==> src/option_cfg_pkg.sv <==
// option_cfg_pkg: addresses, reset values, load states, carriers and
// size decoders shared by the start-up option loader and its bench.
// assumes a 16-bit byte address space shared by flash and special registers.
package option_cfg_pkg;

    // option byte locations in flash, primary copies
    localparam logic [15:0] POC_OPT_ADDR    = 16'h0081;
    localparam logic [15:0] RSVD_A_ADDR     = 16'h0082;
    localparam logic [15:0] RSVD_B_ADDR     = 16'h0083;
    localparam logic [15:0] DBG_OPT_ADDR    = 16'h0084;
    // distance from a primary option byte to its boot-swap alternate
    localparam logic [15:0] ALT_OPT_OFFSET  = 16'h1000;
    // memory size register in the special register space
    localparam logic [15:0] MEM_SIZE_ADDR   = 16'hFFF0;
    localparam logic [7:0]  MEM_SIZE_RESET  = 8'hCF;
    // field positions
    localparam int          LEVEL_BIT       = 0;
    localparam int          RAM_FIELD_LSB   = 4;
    localparam int          ROM_FIELD_LSB   = 0;
    // debug control codes
    localparam logic [1:0]  DBG_OFF         = 2'h0;
    localparam logic [1:0]  DBG_BAD         = 2'h1;
    localparam logic [1:0]  DBG_KEEP        = 2'h2;
    localparam logic [1:0]  DBG_ERASE       = 2'h3;
    // decoded sizes
    localparam logic [10:0] RAM_768         = 11'h300;
    localparam logic [10:0] RAM_512         = 11'h200;
    localparam logic [10:0] RAM_1024        = 11'h400;

    // loader states, gray coded along the boot-swap load path
    typedef enum logic [2:0]
    {
        LD_POC  = 3'h0,
        LD_DBG  = 3'h1,
        CP_POC  = 3'h3,
        CP_DBG  = 3'h2,
        LD_DONE = 3'h6
    } load_state_e;

    // one flash write request
    typedef struct packed
    {
        logic        valid;
        logic [15:0] addr;
        logic [7:0]  data;
    } flash_wreq_s;

    // decoded start-up settings
    typedef struct packed
    {
        logic dual_poc;
        logic debug_en;
        logic debug_erase;
        logic debug_bad;
        logic opt_fault;
    } option_cfg_s;

    // store index of an option address 0081..0084 -> 0..3
    function automatic logic [1:0] opt_index(input logic [15:0] a);
        opt_index = a[1:0] - 2'h1;
    endfunction

    // true for either copy of the level-select option byte
    function automatic logic is_level_addr(input logic [15:0] a);
        is_level_addr = (a == POC_OPT_ADDR) || (a == 16'(POC_OPT_ADDR + ALT_OPT_OFFSET));
    endfunction

    // working memory size in bytes, zero for a prohibited code
    function automatic logic [10:0] ram_bytes(input logic [2:0] c);
        if (c == 3'h0)
            ram_bytes = RAM_768;
        else if (c == 3'h2)
            ram_bytes = RAM_512;
        else if (c == 3'h6)
            ram_bytes = RAM_1024;
        else
            ram_bytes = 11'h000;
    endfunction

    // program store size in KB, zero for a prohibited code
    function automatic logic [5:0] rom_kb(input logic [3:0] c);
        case (c)
            4'h2:    rom_kb = 6'h08;
            4'h4:    rom_kb = 6'h10;
            4'h6:    rom_kb = 6'h18;
            4'h8:    rom_kb = 6'h20;
            4'hC:    rom_kb = 6'h30;
            4'hF:    rom_kb = 6'h3C;
            default: rom_kb = 6'h00;
        endcase
    endfunction

endpackage

==> src/option_store.sv <==
// option_store: small byte store holding the option bytes as loaded.
// assumes one writer and one reader; read data appear one clock later.
`timescale 1ns/1ns
module option_store
#(
    parameter int DEPTH = 4,
    parameter int WIDTH = 8
)
(
    input  wire logic                     core_clk,
    input  wire logic                     rst_b,
    input  wire logic                     wr_en,
    input  wire logic [$clog2(DEPTH)-1:0] wr_idx,
    input  wire logic [WIDTH-1:0]         wr_data,
    input  wire logic [$clog2(DEPTH)-1:0] rd_idx,
    output logic      [WIDTH-1:0]         rd_data
);

    logic [WIDTH-1:0] mem [DEPTH];

    // storage, cleared on reset so reserved entries read zero
    always_ff @(posedge core_clk or negedge rst_b)
    begin
        if (!rst_b)
        begin
            for (int i = 0; i < DEPTH; i++)
                mem[i] <= '0;
        end
        else if (wr_en)
            mem[wr_idx] <= wr_data;
    end

    // registered read port
    always_ff @(posedge core_clk or negedge rst_b)
    begin
        if (!rst_b)
            rd_data <= '0;
        else
            rd_data <= mem[rd_idx];
    end

endmodule // option_store

==> src/option_byte_memory_config.sv <==
// option_byte_memory_config: start-up option byte loader, option write
// guard and memory size register.
// assumes flash read data valid one clock after flash_rd, and a cpu
// memory port with one-cycle read latency.
`timescale 1ns/1ns
module option_byte_memory_config
(
    input  wire logic                        core_clk,
    input  wire logic                        rst_b,
    // flash read port used by the loader
    output logic                             flash_rd,
    output logic [15:0]                      flash_raddr,
    input  wire logic [7:0]                  flash_rdata,
    input  wire logic                        boot_swap,
    // flash write requests
    input  wire logic                        programmer_wr,
    input  wire logic [15:0]                 programmer_addr,
    input  wire logic [7:0]                  programmer_wdata,
    input  wire logic                        chip_erase,
    input  wire logic                        block_erase,
    input  wire logic                        selfprog_wr,
    input  wire logic [15:0]                 selfprog_addr,
    input  wire logic [7:0]                  selfprog_wdata,
    output option_cfg_pkg::flash_wreq_s      flash_wreq,
    output logic                             write_refused,
    // cpu memory port
    input  wire logic                        mem_wr,
    input  wire logic                        mem_rd,
    input  wire logic [15:0]                 mem_addr,
    input  wire logic [7:0]                  mem_wdata,
    output logic [7:0]                       mem_rdata,
    // decoded results
    output option_cfg_pkg::option_cfg_s      cfg,
    output logic                             cfg_done,
    output logic [10:0]                      ram_size_bytes,
    output logic [5:0]                       rom_size_kb,
    output logic                             mem_size_bad
);

    option_cfg_pkg::load_state_e state;
    option_cfg_pkg::load_state_e next_state;
    logic                        pend;
    logic [7:0]                  poc_byte;
    logic [7:0]                  dbg_byte;
    logic [7:0]                  memory_size_register;
    logic [7:0]                  size_q;
    logic                        chip_erased;
    logic                        rd_size;
    logic                        rd_opt;
    logic [7:0]                  store_q;
    logic [15:0]                 primary_addr;
    logic                        loading;
    logic                        capture;
    logic                        copy_req;
    logic                        prog_ok;
    logic                        self_ok;
    logic                        prog_level_ok;
    logic                        opt_read;
    option_cfg_pkg::flash_wreq_s copy_wreq;

    ////////////////////////////////////////////////////////////////////////
    // loader sequencing

    // address of the byte the loader is working on
    assign primary_addr = (state == option_cfg_pkg::LD_POC || state == option_cfg_pkg::CP_POC)
                          ? option_cfg_pkg::POC_OPT_ADDR : option_cfg_pkg::DBG_OPT_ADDR;
    assign loading      = (state == option_cfg_pkg::LD_POC) || (state == option_cfg_pkg::LD_DBG);
    assign capture      = loading && pend;
    assign flash_rd     = loading && !pend;
    assign flash_raddr  = boot_swap ? 16'(primary_addr + option_cfg_pkg::ALT_OPT_OFFSET)
                                    : primary_addr;
    assign cfg_done     = (state == option_cfg_pkg::LD_DONE);

    // next state: read both bytes, then copy them back when swapped
    always_comb
    begin
        next_state = state;
        case (state)
            option_cfg_pkg::LD_POC:
                if (pend)
                    next_state = option_cfg_pkg::LD_DBG;
            option_cfg_pkg::LD_DBG:
                if (pend)
                    next_state = boot_swap ? option_cfg_pkg::CP_POC
                                           : option_cfg_pkg::LD_DONE;
            option_cfg_pkg::CP_POC:
                next_state = option_cfg_pkg::CP_DBG;
            option_cfg_pkg::CP_DBG:
                next_state = option_cfg_pkg::LD_DONE;
            default:
                next_state = option_cfg_pkg::LD_DONE;
        endcase
    end

    // state and read-wait flag; load starts at reset release
    always_ff @(posedge core_clk or negedge rst_b)
    begin
        if (!rst_b)
        begin
            state <= option_cfg_pkg::LD_POC;
            pend  <= 1'b0;
        end
        else
        begin
            state <= next_state;
            pend  <= flash_rd;
        end
    end

    // capture raw bytes and decoded settings, held until next reset
    always_ff @(posedge core_clk or negedge rst_b)
    begin
        if (!rst_b)
        begin
            poc_byte <= 8'h00;
            dbg_byte <= 8'h00;
            cfg      <= '0;
        end
        else if (capture && state == option_cfg_pkg::LD_POC)
        begin
            poc_byte      <= flash_rdata;
            cfg.dual_poc  <= flash_rdata[option_cfg_pkg::LEVEL_BIT];
            cfg.opt_fault <= cfg.opt_fault | (flash_rdata[7:1] != 7'h00);
        end
        else if (capture)
        begin
            dbg_byte        <= flash_rdata;
            cfg.debug_en    <= flash_rdata[1];
            cfg.debug_erase <= (flash_rdata[1:0] == option_cfg_pkg::DBG_ERASE);
            cfg.debug_bad   <= (flash_rdata[1:0] == option_cfg_pkg::DBG_BAD);
            cfg.opt_fault   <= cfg.opt_fault | (flash_rdata[7:2] != 6'h00);
        end
    end

    ////////////////////////////////////////////////////////////////////////
    // flash write arbitration and option guard

    // boot-swap copy of the loaded alternate into the primary location
    assign copy_req       = (state == option_cfg_pkg::CP_POC) || (state == option_cfg_pkg::CP_DBG);
    assign copy_wreq      = '{valid: copy_req, addr: primary_addr,
                              data: (state == option_cfg_pkg::CP_POC) ? poc_byte : dbg_byte};
    assign prog_level_ok  = !option_cfg_pkg::is_level_addr(programmer_addr) || chip_erased;
    assign prog_ok        = programmer_wr && prog_level_ok && !copy_req;
    assign self_ok        = selfprog_wr && !programmer_wr && !copy_req
                            && !option_cfg_pkg::is_level_addr(selfprog_addr);
    assign write_refused  = (programmer_wr && !prog_ok) || (selfprog_wr && !self_ok);

    // priority: swap copy, then programmer, then self-programming
    always_comb
    begin
        if (copy_req)
            flash_wreq = copy_wreq;
        else if (prog_ok)
            flash_wreq = '{valid: 1'b1, addr: programmer_addr, data: programmer_wdata};
        else if (self_ok)
            flash_wreq = '{valid: 1'b1, addr: selfprog_addr, data: selfprog_wdata};
        else
            flash_wreq = '0;
    end

    // chip erase opens one level byte rewrite; block erase does not
    always_ff @(posedge core_clk or negedge rst_b)
    begin
        if (!rst_b)
            chip_erased <= 1'b0;
        else if (chip_erase)
            chip_erased <= 1'b1;
        else if (prog_ok && option_cfg_pkg::is_level_addr(programmer_addr))
            chip_erased <= 1'b0;
    end

    ////////////////////////////////////////////////////////////////////////
    // memory size register and cpu read path

    // byte-wide register, reset value loaded on every reset
    always_ff @(posedge core_clk or negedge rst_b)
    begin
        if (!rst_b)
            memory_size_register <= option_cfg_pkg::MEM_SIZE_RESET;
        else if (mem_wr && mem_addr == option_cfg_pkg::MEM_SIZE_ADDR)
            memory_size_register <= mem_wdata;
    end

    // size decode, zero plus flag for prohibited codes
    assign ram_size_bytes = option_cfg_pkg::ram_bytes(memory_size_register[6:4]);
    assign rom_size_kb    = option_cfg_pkg::rom_kb(memory_size_register[3:0]);
    assign mem_size_bad   = (ram_size_bytes == 11'h000) || (rom_size_kb == 6'h00) ||
                            memory_size_register[7];

    // read selects; option bytes come back from the store
    assign opt_read = mem_rd && (mem_addr >= option_cfg_pkg::POC_OPT_ADDR)
                      && (mem_addr <= option_cfg_pkg::DBG_OPT_ADDR);
    always_ff @(posedge core_clk or negedge rst_b)
    begin
        if (!rst_b)
        begin
            rd_size <= 1'b0;
            rd_opt  <= 1'b0;
            size_q  <= 8'h00;
        end
        else
        begin
            rd_size <= mem_rd && (mem_addr == option_cfg_pkg::MEM_SIZE_ADDR);
            rd_opt  <= opt_read;
            size_q  <= memory_size_register;
        end
    end

    // unmapped reads return zero
    assign mem_rdata = rd_size ? size_q : (rd_opt ? store_q : 8'h00);

    option_store #(.DEPTH(4), .WIDTH(8)) u_store
    (
        .core_clk (core_clk),
        .rst_b    (rst_b),
        .wr_en    (capture),
        .wr_idx   (option_cfg_pkg::opt_index(primary_addr)),
        .wr_data  (flash_rdata),
        .rd_idx   (option_cfg_pkg::opt_index(mem_addr)),
        .rd_data  (store_q)
    );
endmodule // option_byte_memory_config

==> config.mk <==
export PLATFORM = sky130hd
export DESIGN_NAME = option_byte_memory_config
export DESIGN_NICKNAME = d
export VERILOG_FILES = /design/src/option_cfg_pkg.sv /design/src/option_store.sv /design/src/option_byte_memory_config.sv
export SDC_FILE = /design/constraint.sdc
export NUM_CORES = 1
export LEC_CHECK = 0
export ABC_AREA = 1
export BUFFER_PORTS_ARGS = -buffer_cell sky130_fd_sc_hd__buf_2
export CORE_ASPECT_RATIO = 1.5
export CORE_MARGIN = 5
export CORE_UTILIZATION = 46
export DETAILED_ROUTE_END_ITERATION = 6
export PLACE_DENSITY = 0.78
export SYNTH_ARGS = -nofsm -noshare
export SYNTH_HDL_FRONTEND = slang
export SYNTH_SLANG_ARGS = --single-unit
==> constraint.sdc <==
create_clock -name core_clk -period 2.3 [get_ports core_clk]
set_clock_uncertainty 0.2 [all_clocks]
set_input_delay 0 -clock core_clk [delete_from_list [all_inputs] [get_ports core_clk]]
set_output_delay 0 -clock core_clk [all_outputs]
set_load 0.02 [all_outputs]
==> results of run 1 <==
[routing by layer]
layer	share of wire, %	vias up
met1	37	1788
li1	-	1870
met2	52	193
met5	0	-
met4	3.0	0
met3	7.8	28
[flip-flops by register name (all words and copies together) (netlist names)]
| register | cells |
|---|---|
| u_store.mem | 16 |
| dbg_byte | 8 |
| memory_size_register | 8 |
| poc_byte | 8 |
| size_q | 8 |
| u_store.rd_data | 8 |
| cfg | 3 |
| state | 3 |
| chip_erased | 1 |
| pend | 1 |
| rd_opt | 1 |
| rd_size | 1 |
[critical path: cells and delay by family]
kind | cells | cell delay (ns)
fa+ha+maj | 1 | 0.16
simple gates | 6 | 0.74
buf+inv | 4 | 1.34
[metrics by stage]
step | setup WS (ns) | total power [mW] | setup TNS (ns) | utilization (%)
final | 0.113 | 2.88 | 0 | 64.0
after global routing | -0.000385 | 3.00 | -0.000385 | 64.0
after CTS | 0.0360 | 2.89 | 0 | 63.4
after detailed placement | 0.541 | 1.61 | 0 | 54.6
after global placement | 0.566 | 1.61 | 0 | 54.6
after floorplan | 0.371 | 1.47 | 0 | -
[cell type report]
type / instances / area (um2) / share of cell area (%)
flip-flops and latches: 66 / 1660 / 32.8
multi-input cells: 335 / 1600 / 31.6
repair buffers: 191 / 1190 / 23.6
clock buffers: 10 / 239 / 4.72
inverters: 53 / 199 / 3.93
well taps: 105 / 131 / 2.59
clock inverters: 6 / 41.3 / 0.815
[cells by family (layout without fill, tap and decap cells)]
family / after synthesis / after routing
AOI/OAI and AO/OA: 69 / 69
buffers and inverters: 98 / 260
other: 2 / 23
and+or+nand+nor: 241 / 241
DFF: 66 / 66
adders and majority gates: 2 / 2
[power groups by stage]
stage	clock (mW)	combinational, mW	sequential [mW]
floorplan	0	0.228	1.24
global placement	0	0.368	1.24
detailed placement	0	0.373	1.24
CTS	1.26	0.405	1.22
global route	1.32	0.454	1.23
finish	1.25	0.410	1.22
[synth_stat cells, types with 2 or more instances]
library cell	instances
clkbuf_1	6
o22ai_1	9
or2_2	2
o21ai_1	2
buf_4	32
a21oi_1	9
buf_2	5
nor2_8	2
o21ai_0	47
nand2_1	100
nor4_1	2
dfstp_2	6
conb_1	2
nor2_1	40
nand3_1	74
dfrtp_1	60
nor3_1	7
inv_1	53
nand4_1	5
nand3b_1	2
ha_1	2
nor2_2	2
[worst min-delay path by stage]
stage / start / end / slack [ns] / cells after the start
finish: programmer_wr / write_refused / 0.13 / 4
global route: selfprog_addr[12] / flash_wreq[20] / 0.17 / 4
CTS: mem_addr[1] / u_store.rd_data[7] / 0.11 / 5
detailed placement: mem_wdata[6] / memory_size_register[6] / 0.009 / 3
global placement: mem_wdata[6] / memory_size_register[6] / -0.0005 / 3
floorplan: rst_b / cfg[0] / -0.50 / 0
[what timing repair did]
action	4_1_cts	5_1_grt
setup buffers	0	3
setup endpoints to repair	0	9
gates resized for setup	0	6
hold endpoints to repair	116	0
hold buffers	42	0
[cell usage in the layout (no fill, tap or decap), types with 3 or more instances in the layout]
cell and n:
nand4_1 5, clkinvlp_4 3, a21oi_1 9, inv_1 53, nor2_1 39, dlygate4sd3_1 42
dfstp_2 6, o21ai_0 47, dfrtp_1 60, conb_1 23, o22ai_1 9, clkbuf_16 9
buf_4 9, nand2_1 99, nand3_1 74, buf_2 139, nor3_1 7
==> flow_summary.ini, run 1 <==
[pwr]
power.density_nw_per_um2 = 569
ir_worst_vdd_v = 0.000532
p_sw_mw = 0.759
p_seq_share_pct = 42.4
static-leakage-power_nw = 2.70
swShare_pct = 26.3
comb_power_share_pct = 14.2
internal_power_mw = 2.12
pwr-share-clk_pct = 43.4

[critical_path]
critPathMaxFanout = 8
path_cells = buf_2 -> inv_1 -> ha_4 -> nand4_1 -> nor2_1 -> nand2_2 -> nor2_4 -> nand2_1 -> dlygate4sd3_1 -> nand2_1 -> dlygate4sd3_1
reg2reg_depth = 6
crit_slowest_cell = dlygate4sd3_1
reg2reg_slack_ns = 0.16
end_kind = register
crit_end = memory_size_register[5]
cp-startpoint = mem_addr[0]
r2r-start = state[2]
crit_required_ns = 2.35
worstPathArrival_ns = 2.24
timing.rr.end = cfg[1]
critical_path.max_stage_delay_ns = 0.58
start_kind = primary input
path_class = primary input to register

[clocking]
cts_sinks = 66
ctsRootBufferMaster = clkbuf_16
clockBufferDepth = 2
clk_pin_slew_ns = 0.05
clock_latency_ns = 0.32
cts_buffers = 9
cts_tree = done
htreeDepth = 3

[synth]
synth_compound_area_share_pct = 9.91
synth_fa_ha_area_share_pct = 0.684
yosysTopAreaCellShare_pct = 41.0
yosys_most_used_dff = dfrtp_1
netlist_area_um2 = 3660
synth-edff-count = 0
ys_seq_area_share_pct = 45.3
ys_warn_count = 0
synth_area_leader_cell = dfrtp_1
synth-async-reset-ratio_pct = 100
synth-simple-area-share_pct = 30.1
synth.distinct_cells = 31
synth_top_cells_by_area = dfrtp_1 (41%), nand2_1 (10%), nand3_1 (10%)
syn_inst = 478
synth_xor_area_share_pct = 0
synth_top_family_by_area = simple AND/OR/NAND/NOR gates
synth_seq_cells = 66
synthMuxAreaShare_pct = 0
synth_area_per_cell_um2 = 7.66

[sta]
maxSlewHeadroom_pct = 45.9
final-setup-viol-count = 0
finalHoldViolations = 0
whs_ns = 0.134
period_minus_slack_ns = 2.19
period_share_pct = 95.1
drv_slew = 0
worst_pin_slew_ns = 0.812
fmax_mhz = 457

[finish]
drive_gt1_share_pct = 28.0
stdcell_count = 766
n_fill_cell = 679
synthToLayoutAreaGrowth_pct = 38.4
fin_nets = 747
fin_area_um2 = 5060
diodes = 0

[drt]
vias_per_cell = 5.06
drc_errors = 0
dr_total_vias = 3879
wl_mm = 11.4
antenna_left = 0
first_pass_iters = 4
drtIter0Drc = 218
post_drt_wl_per_cell_um = 14.9

[floorplan]
fp.dieH_um = 119
num_rows = 40
floorplan.initialDensity_pct = 46.3
ios = 164
core_area_um2 = 7910
die_area_um2 = 9880
die_x_um = 82.8

[placement]
dp.cells = 705
place_area_um2 = 4310
io_buffers = 139
place_congestion = 0.911
dp_hpwl_mm = 7.79

[grt]
antenna_found_initial = 0
grt.met3_usage_pct = 7.40
gr-usage-met1_pct = 24.0
busiest_layer = met2
grtUsageTotal_pct = 23.1
overflow = 0
grt_pass1_wl_mm = 18.5
grt_max_degree = 67
grt_pass1_vias = 3891
use_met2_pct = 42.5

[min_path]
hold_path_class = primary input to output pin

[run]
drv_cap = 0

[status]
status = completed
No activity file was read; power rests on OpenSTA's default activity.
==> inputs of run 2 (changes only) <==
==> constraint.sdc (replaced) <==
create_clock -name core_clk -period 2.3 [get_ports core_clk]
set_clock_uncertainty 0.2 [all_clocks]
set_input_delay 0.115 -clock core_clk [delete_from_list [all_inputs] [get_ports core_clk]]
set_output_delay 0.115 -clock core_clk [all_outputs]
set_load 0.02 [all_outputs]
==> run 2 against run 1 <==
First-iteration DRC count fell by 30%. Critical endpoint is now flash_wreq[3]. Largest cell class unchanged. Hold slack worse by 0.13 ns. Highest routed layer unchanged. Count of clock-buffer cells in the layout is 1 higher.
==> flow_summary.ini, run 2 (same netlist as run 1, synthesis figures left out) <==
[critical_path]
critical_path.max_stage_delay_ns = 0.36
path_cells = inv_1 -> nor2_4 -> clkinvlp_4 -> buf_4 -> a21oi_1 -> o21ai_0 -> nand3_1 -> buf_2
critPathTopFamily = buffers and inverters
reg2reg_depth = 6
end_kind = output pin
cp_num_buf_inv = 4
crit_slowest_cell = dfrtp_1
reg2reg_slack_ns = 0.23
start_kind = register
crit_required_ns = 1.99
crit_end = flash_wreq[3]
r2r-start = state[2]
cp-startpoint = state[1]
worstPathArrival_ns = 1.83
path_class = register to output pin
critPathMaxFanout = 10
cp_num_cells = 8
timing.rr.end = cfg[1]

[placement]
place_congestion = 0.884
dp_hpwl_mm = 7.78
io_buffers = 139

[drt]
antenna_left = 0
post_drt_wl_per_cell_um = 14.2
wl_mm = 10.7
drtIter0Drc = 152
vias_per_cell = 4.96
dr_total_vias = 3737
drc_errors = 0
first_pass_iters = 4

[sta]
worst_pin_slew_ns = 0.507
finalSetupTns_ns = 0
rsz0062_at_grt = no
final-setup-viol-count = 0
drv_slew = 0
maxSlewHeadroom_pct = 66.1
period_minus_slack_ns = 2.15
finalHoldViolations = 0
fmax_mhz = 466
period_share_pct = 93.3

[finish]
regMostFlops = u_store.mem
fin_nets = 735
synthToLayoutAreaGrowth_pct = 36.2
layout_common_cells = buf_2 (139), nand2_1 (100), nand3_1 (74)
fin_util_pct = 63.1
drive_gt1_share_pct = 28.4
largest_reg_flops = 16
final_common_cell = buf_2
n_fill_cell = 667
diodes = 0

[floorplan]
num_rows = 40
floorplan.initialDensity_pct = 46.3
die_area_um2 = 9880
core_area_um2 = 7910
die_x_um = 82.8
fp.dieH_um = 119
ios = 164

[pwr]
static-leakage-power_nw = 2.66
p_seq_share_pct = 39.3
ir_worst_vdd_v = 0.000518
swShare_pct = 23.9
comb_power_share_pct = 13.1
p_sw_mw = 0.742
pwr-share-clk_pct = 47.5
power.density_nw_per_um2 = 624
internal_power_mw = 2.37

[grt]
overflow = 0
grt_pass1_wl_mm = 17.7
grt_max_degree = 67
antenna_found_initial = 0
grt_pass1_vias = 3839
grtUsageTotal_pct = 21.8

[run]
drv_cap = 0

[min_path]
hold_path_class = primary input to register

[status]
status = completed

[clocking]
clock_latency_ns = 0.32
cts_buffers = 9
ctsRootBufferMaster = clkbuf_16
clk_pin_slew_ns = 0.05
htreeDepth = 3
cts_tree = done
cts_sinks = 66
clockBufferDepth = 2
-- run 2: cell count changes in the layout (fill, tap and decap cells not counted), sizes merged --
cell	before	now
clkinv	2	0
bufinv	0	2
inv	54	52
clkbuf	10	11
dlygate4sd3	42	30
-- run 2: worst min-delay path by stage --
stage / to / start / cells after the start / slack [ns]
finish: chip_erased / programmer_addr[1] / 6 / 0.007
global route: chip_erased / programmer_addr[1] / 6 / 0.04
CTS: memory_size_register[3] / mem_wr / 4 / 0.0004
detailed placement: size_q[0] / rst_b / 2 / -0.05
global placement: size_q[1] / rst_b / 2 / -0.05
floorplan: cfg[0] / rst_b / 0 / -0.38
-- run 2: layer usage --
| layer | up-vias | global-route usage (%) | routed length [um] |
|---|---|---|---|
| met5 | - | 0 | 0 |
| met4 | 0 | 7.16 | 178 |
| met3 | 17 | 6.44 | 937 |
| met2 | 175 | 40.9 | 5540 |
| met1 | 1709 | 22.9 | 4010 |
| li1 | 1836 | - | - |
-- run 2: through the flow --
stage | cells | area, um2 | worst slack, ns | power (mW) | hold slack [ns]
final | 753 | 4990 | 0.155 | 3.11 | 0.00660
after global routing | 753 | 4990 | 0.0643 | 3.23 | 0.0397
after detailed placement | 704 | 4320 | 0.386 | 1.62 | -0.0478
after global placement | 704 | 4320 | 0.445 | 1.61 | -0.0490
after CTS | 749 | 4950 | 0.0296 | 3.13 | 0.000421
after floorplan | 499 | 3740 | 0.256 | 1.47 | -0.381
-- run 2: tightest hold or removal path: cells and delay by family --
family / cells / cell delay (ns)
AND/OR/NAND/NOR: 4 / 0.19
AO/OA/AOI/OAI: 1 / 0.10
buffers and inverters: 1 / 0.09
-- run 2: area by class of cell --
type / count / area (um2) / share of cell area (%)
clock buffers: 11 / 253 / 5.07
well taps: 105 / 131 / 2.63
multi-input cells: 335 / 1580 / 31.7
clock inverters: 4 / 75.1 / 1.51
flip-flops and latches: 66 / 1660 / 33.3
inverters: 53 / 203 / 4.07
repair buffers: 179 / 1080 / 21.7
-- run 2: power by group through the flow --
stage | combinational (mW) | sequential (mW) | clock, mW
after global placement | 0.370 | 1.24 | 0
final | 0.408 | 1.22 | 1.48
after detailed placement | 0.374 | 1.24 | 0
after global routing | 0.453 | 1.23 | 1.55
after floorplan | 0.228 | 1.24 | 0
after CTS | 0.406 | 1.22 | 1.50
-- run 2: what timing repair did --
| action | in CTS | in global routing |
|---|---|---|
| hold endpoints to repair | 114 | 0 |
| hold buffers | 30 | 0 |
| endpoints found under the setup margin | 0 | 9 |
| setup buffers | 0 | 4 |
| gates resized for setup | 0 | 3 |
==> inputs of run 3 (changes only) <==
--- a/config.mk
+++ b/config.mk
@@ -12,6 +12,7 @@
 export CORE_UTILIZATION = 46
 export DETAILED_ROUTE_END_ITERATION = 6
 export PLACE_DENSITY = 0.78
+export REMOVE_ABC_BUFFERS = 1
 export SYNTH_ARGS = -nofsm -noshare
 export SYNTH_HDL_FRONTEND = slang
 export SYNTH_SLANG_ARGS = --single-unit
==> run 3 against run 2 <==
Sequential power barely moved. Die area did not move. Cell area fell by 2.6%. Critical path type unchanged.
==> flow_summary.ini, run 3 (same netlist as run 1, synthesis figures left out) <==
[status]
status = completed

[drt]
drc_errors = 0
vias_per_cell = 4.95
first_pass_iters = 4
dr_total_vias = 3695
post_drt_wl_per_cell_um = 14.1
drtIter0Drc = 141
antenna_left = 0
wl_mm = 10.5

[pwr]
p_seq_share_pct = 43.2
pwr-share-clk_pct = 42.4
comb_power_share_pct = 14.4
ir_worst_vdd_v = 0.000517
internal_power_mw = 2.11
static-leakage-power_nw = 2.63
power.density_nw_per_um2 = 583
swShare_pct = 25.6
totalPowerFinal_mw = 2.83
p_sw_mw = 0.723

[critical_path]
worstPathArrival_ns = 1.77
start_kind = register
critPathMaxFanout = 11
cp-startpoint = state[1]
path_class = register to output pin
end_kind = output pin
reg2reg_slack_ns = 0.23
crit_required_ns = 1.99
r2r-start = state[2]

[placement]
dp_worst_setup_slack_ns = 0.449
dp_hpwl_mm = 8.00
io_buffers = 139
dp.cells = 705
place_area_um2 = 4330
place_congestion = 0.888

[sta]
layout_setup_ws_ns = 0.212
drv_slew = 0
finalHoldViolations = 0
finalSetupTns_ns = 0
whs_ns = 0.00670
period_minus_slack_ns = 2.09
final-setup-viol-count = 0
rsz0062_at_grt = no
period_share_pct = 90.8
fmax_mhz = 479
maxSlewHeadroom_pct = 58.3
worst_pin_slew_ns = 0.626

[clocking]
clock_latency_ns = 0.32
clockBufferDepth = 2
htreeDepth = 3
ctsRootBufferMaster = clkbuf_16
cts_tree = done
cts_sinks = 66
cts_buffers = 9
clk_pin_slew_ns = 0.05

[floorplan]
core_area_um2 = 7910
fp.dieH_um = 119
die_area_um2 = 9880
num_rows = 40
die_x_um = 82.8
ios = 164
floorplan.initialDensity_pct = 46.3

[finish]
synthToLayoutAreaGrowth_pct = 32.6
drive_gt1_share_pct = 27.9
regMostFlops = u_store.mem
diodes = 0
largest_reg_flops = 16
fin_nets = 729
fin_util_pct = 61.4
layout_common_cells = buf_2 (139), nand2_1 (100), nand3_1 (74)
stdcell_count = 746
n_fill_cell = 710
final_common_cell = buf_2
fin_area_um2 = 4850

[grt]
grt_pass1_wl_mm = 17.3
grt_max_degree = 40
antenna_found_initial = 0
overflow = 0
grt_pass1_vias = 3680
grtUsageTotal_pct = 21.3

[min_path]
hold_path_class = primary input to register
min-delay-start = mem_wr

[run]
drv_cap = 0
==> run 3: changes by cell type in the layout (fill, tap and decap cells not counted), moves of 2 or more <==
cell / previous run / this run
dlygate4sd3_1: 30 / 25
bufinv_16: 2 / 0
clkinv_2: 0 / 2
clkinvlp_4: 3 / 1
==> run 3: timing repair <==
item                                   in CTS  in global routing
endpoints found under the hold margin      72                  0
buffers inserted                            0                  2
hold buffers                               25                  0
gates resized for setup                     0                  1
setup endpoints to repair                   0                  2
==> run 3: per-layer routing <==
metal | vias to the layer above | track usage, % | share of wire [%]
met3 | 17 | 5.81 | 7.7
met2 | 150 | 39.1 | 52
met1 | 1700 | 23.4 | 39
met5 | - | 0 | 0
met4 | 0 | 7.06 | 1.8
li1 | 1828 | - | -
==> run 3: area by class of cell <==
cell class | count | area, um2 | share of cell area (%)
clock buffer | 11 | 243 | 5.00
clock inverter | 3 | 17.5 | 0.361
inverter | 53 | 199 | 4.10
multi-input combinational | 335 | 1580 | 32.5
sequential | 66 | 1660 | 34.2
tap | 105 | 131 | 2.71
timing repair buffer | 173 | 1030 | 21.1
==> run 3: final timing paths <==
check / end / cells past startpoint
min: memory_size_register[7] / 5
min reg2reg: size_q[1] / 0
max: flash_wreq[10] / 10
min in group asynchronous: u_store.mem[0] / 2
max reg2reg: cfg[1] / 6
max in group asynchronous: memory_size_register[3] / 3
==> run 3: critical path, cell delays in order (launching register included) <==
cell	delay, ns
dfrtp_1	0.38
inv_1	0.13
nor2_4	0.06
inv_1	0.29
nor2_2	0.08
inv_1	0.09
nand2_1	0.08
inv_1	0.07
nand2_1	0.05
nand3_1	0.07
buf_2	0.16
==> run 3: power groups by stage <==
stage               Combinational [mW]  Sequential (mW)  Clock, mW
finish                           0.408             1.22       1.20
global placement                 0.373             1.24          0
floorplan                        0.186             1.24          0
global route                     0.453             1.23       1.27
CTS                              0.409             1.22       1.22
detailed placement               0.377             1.24          0
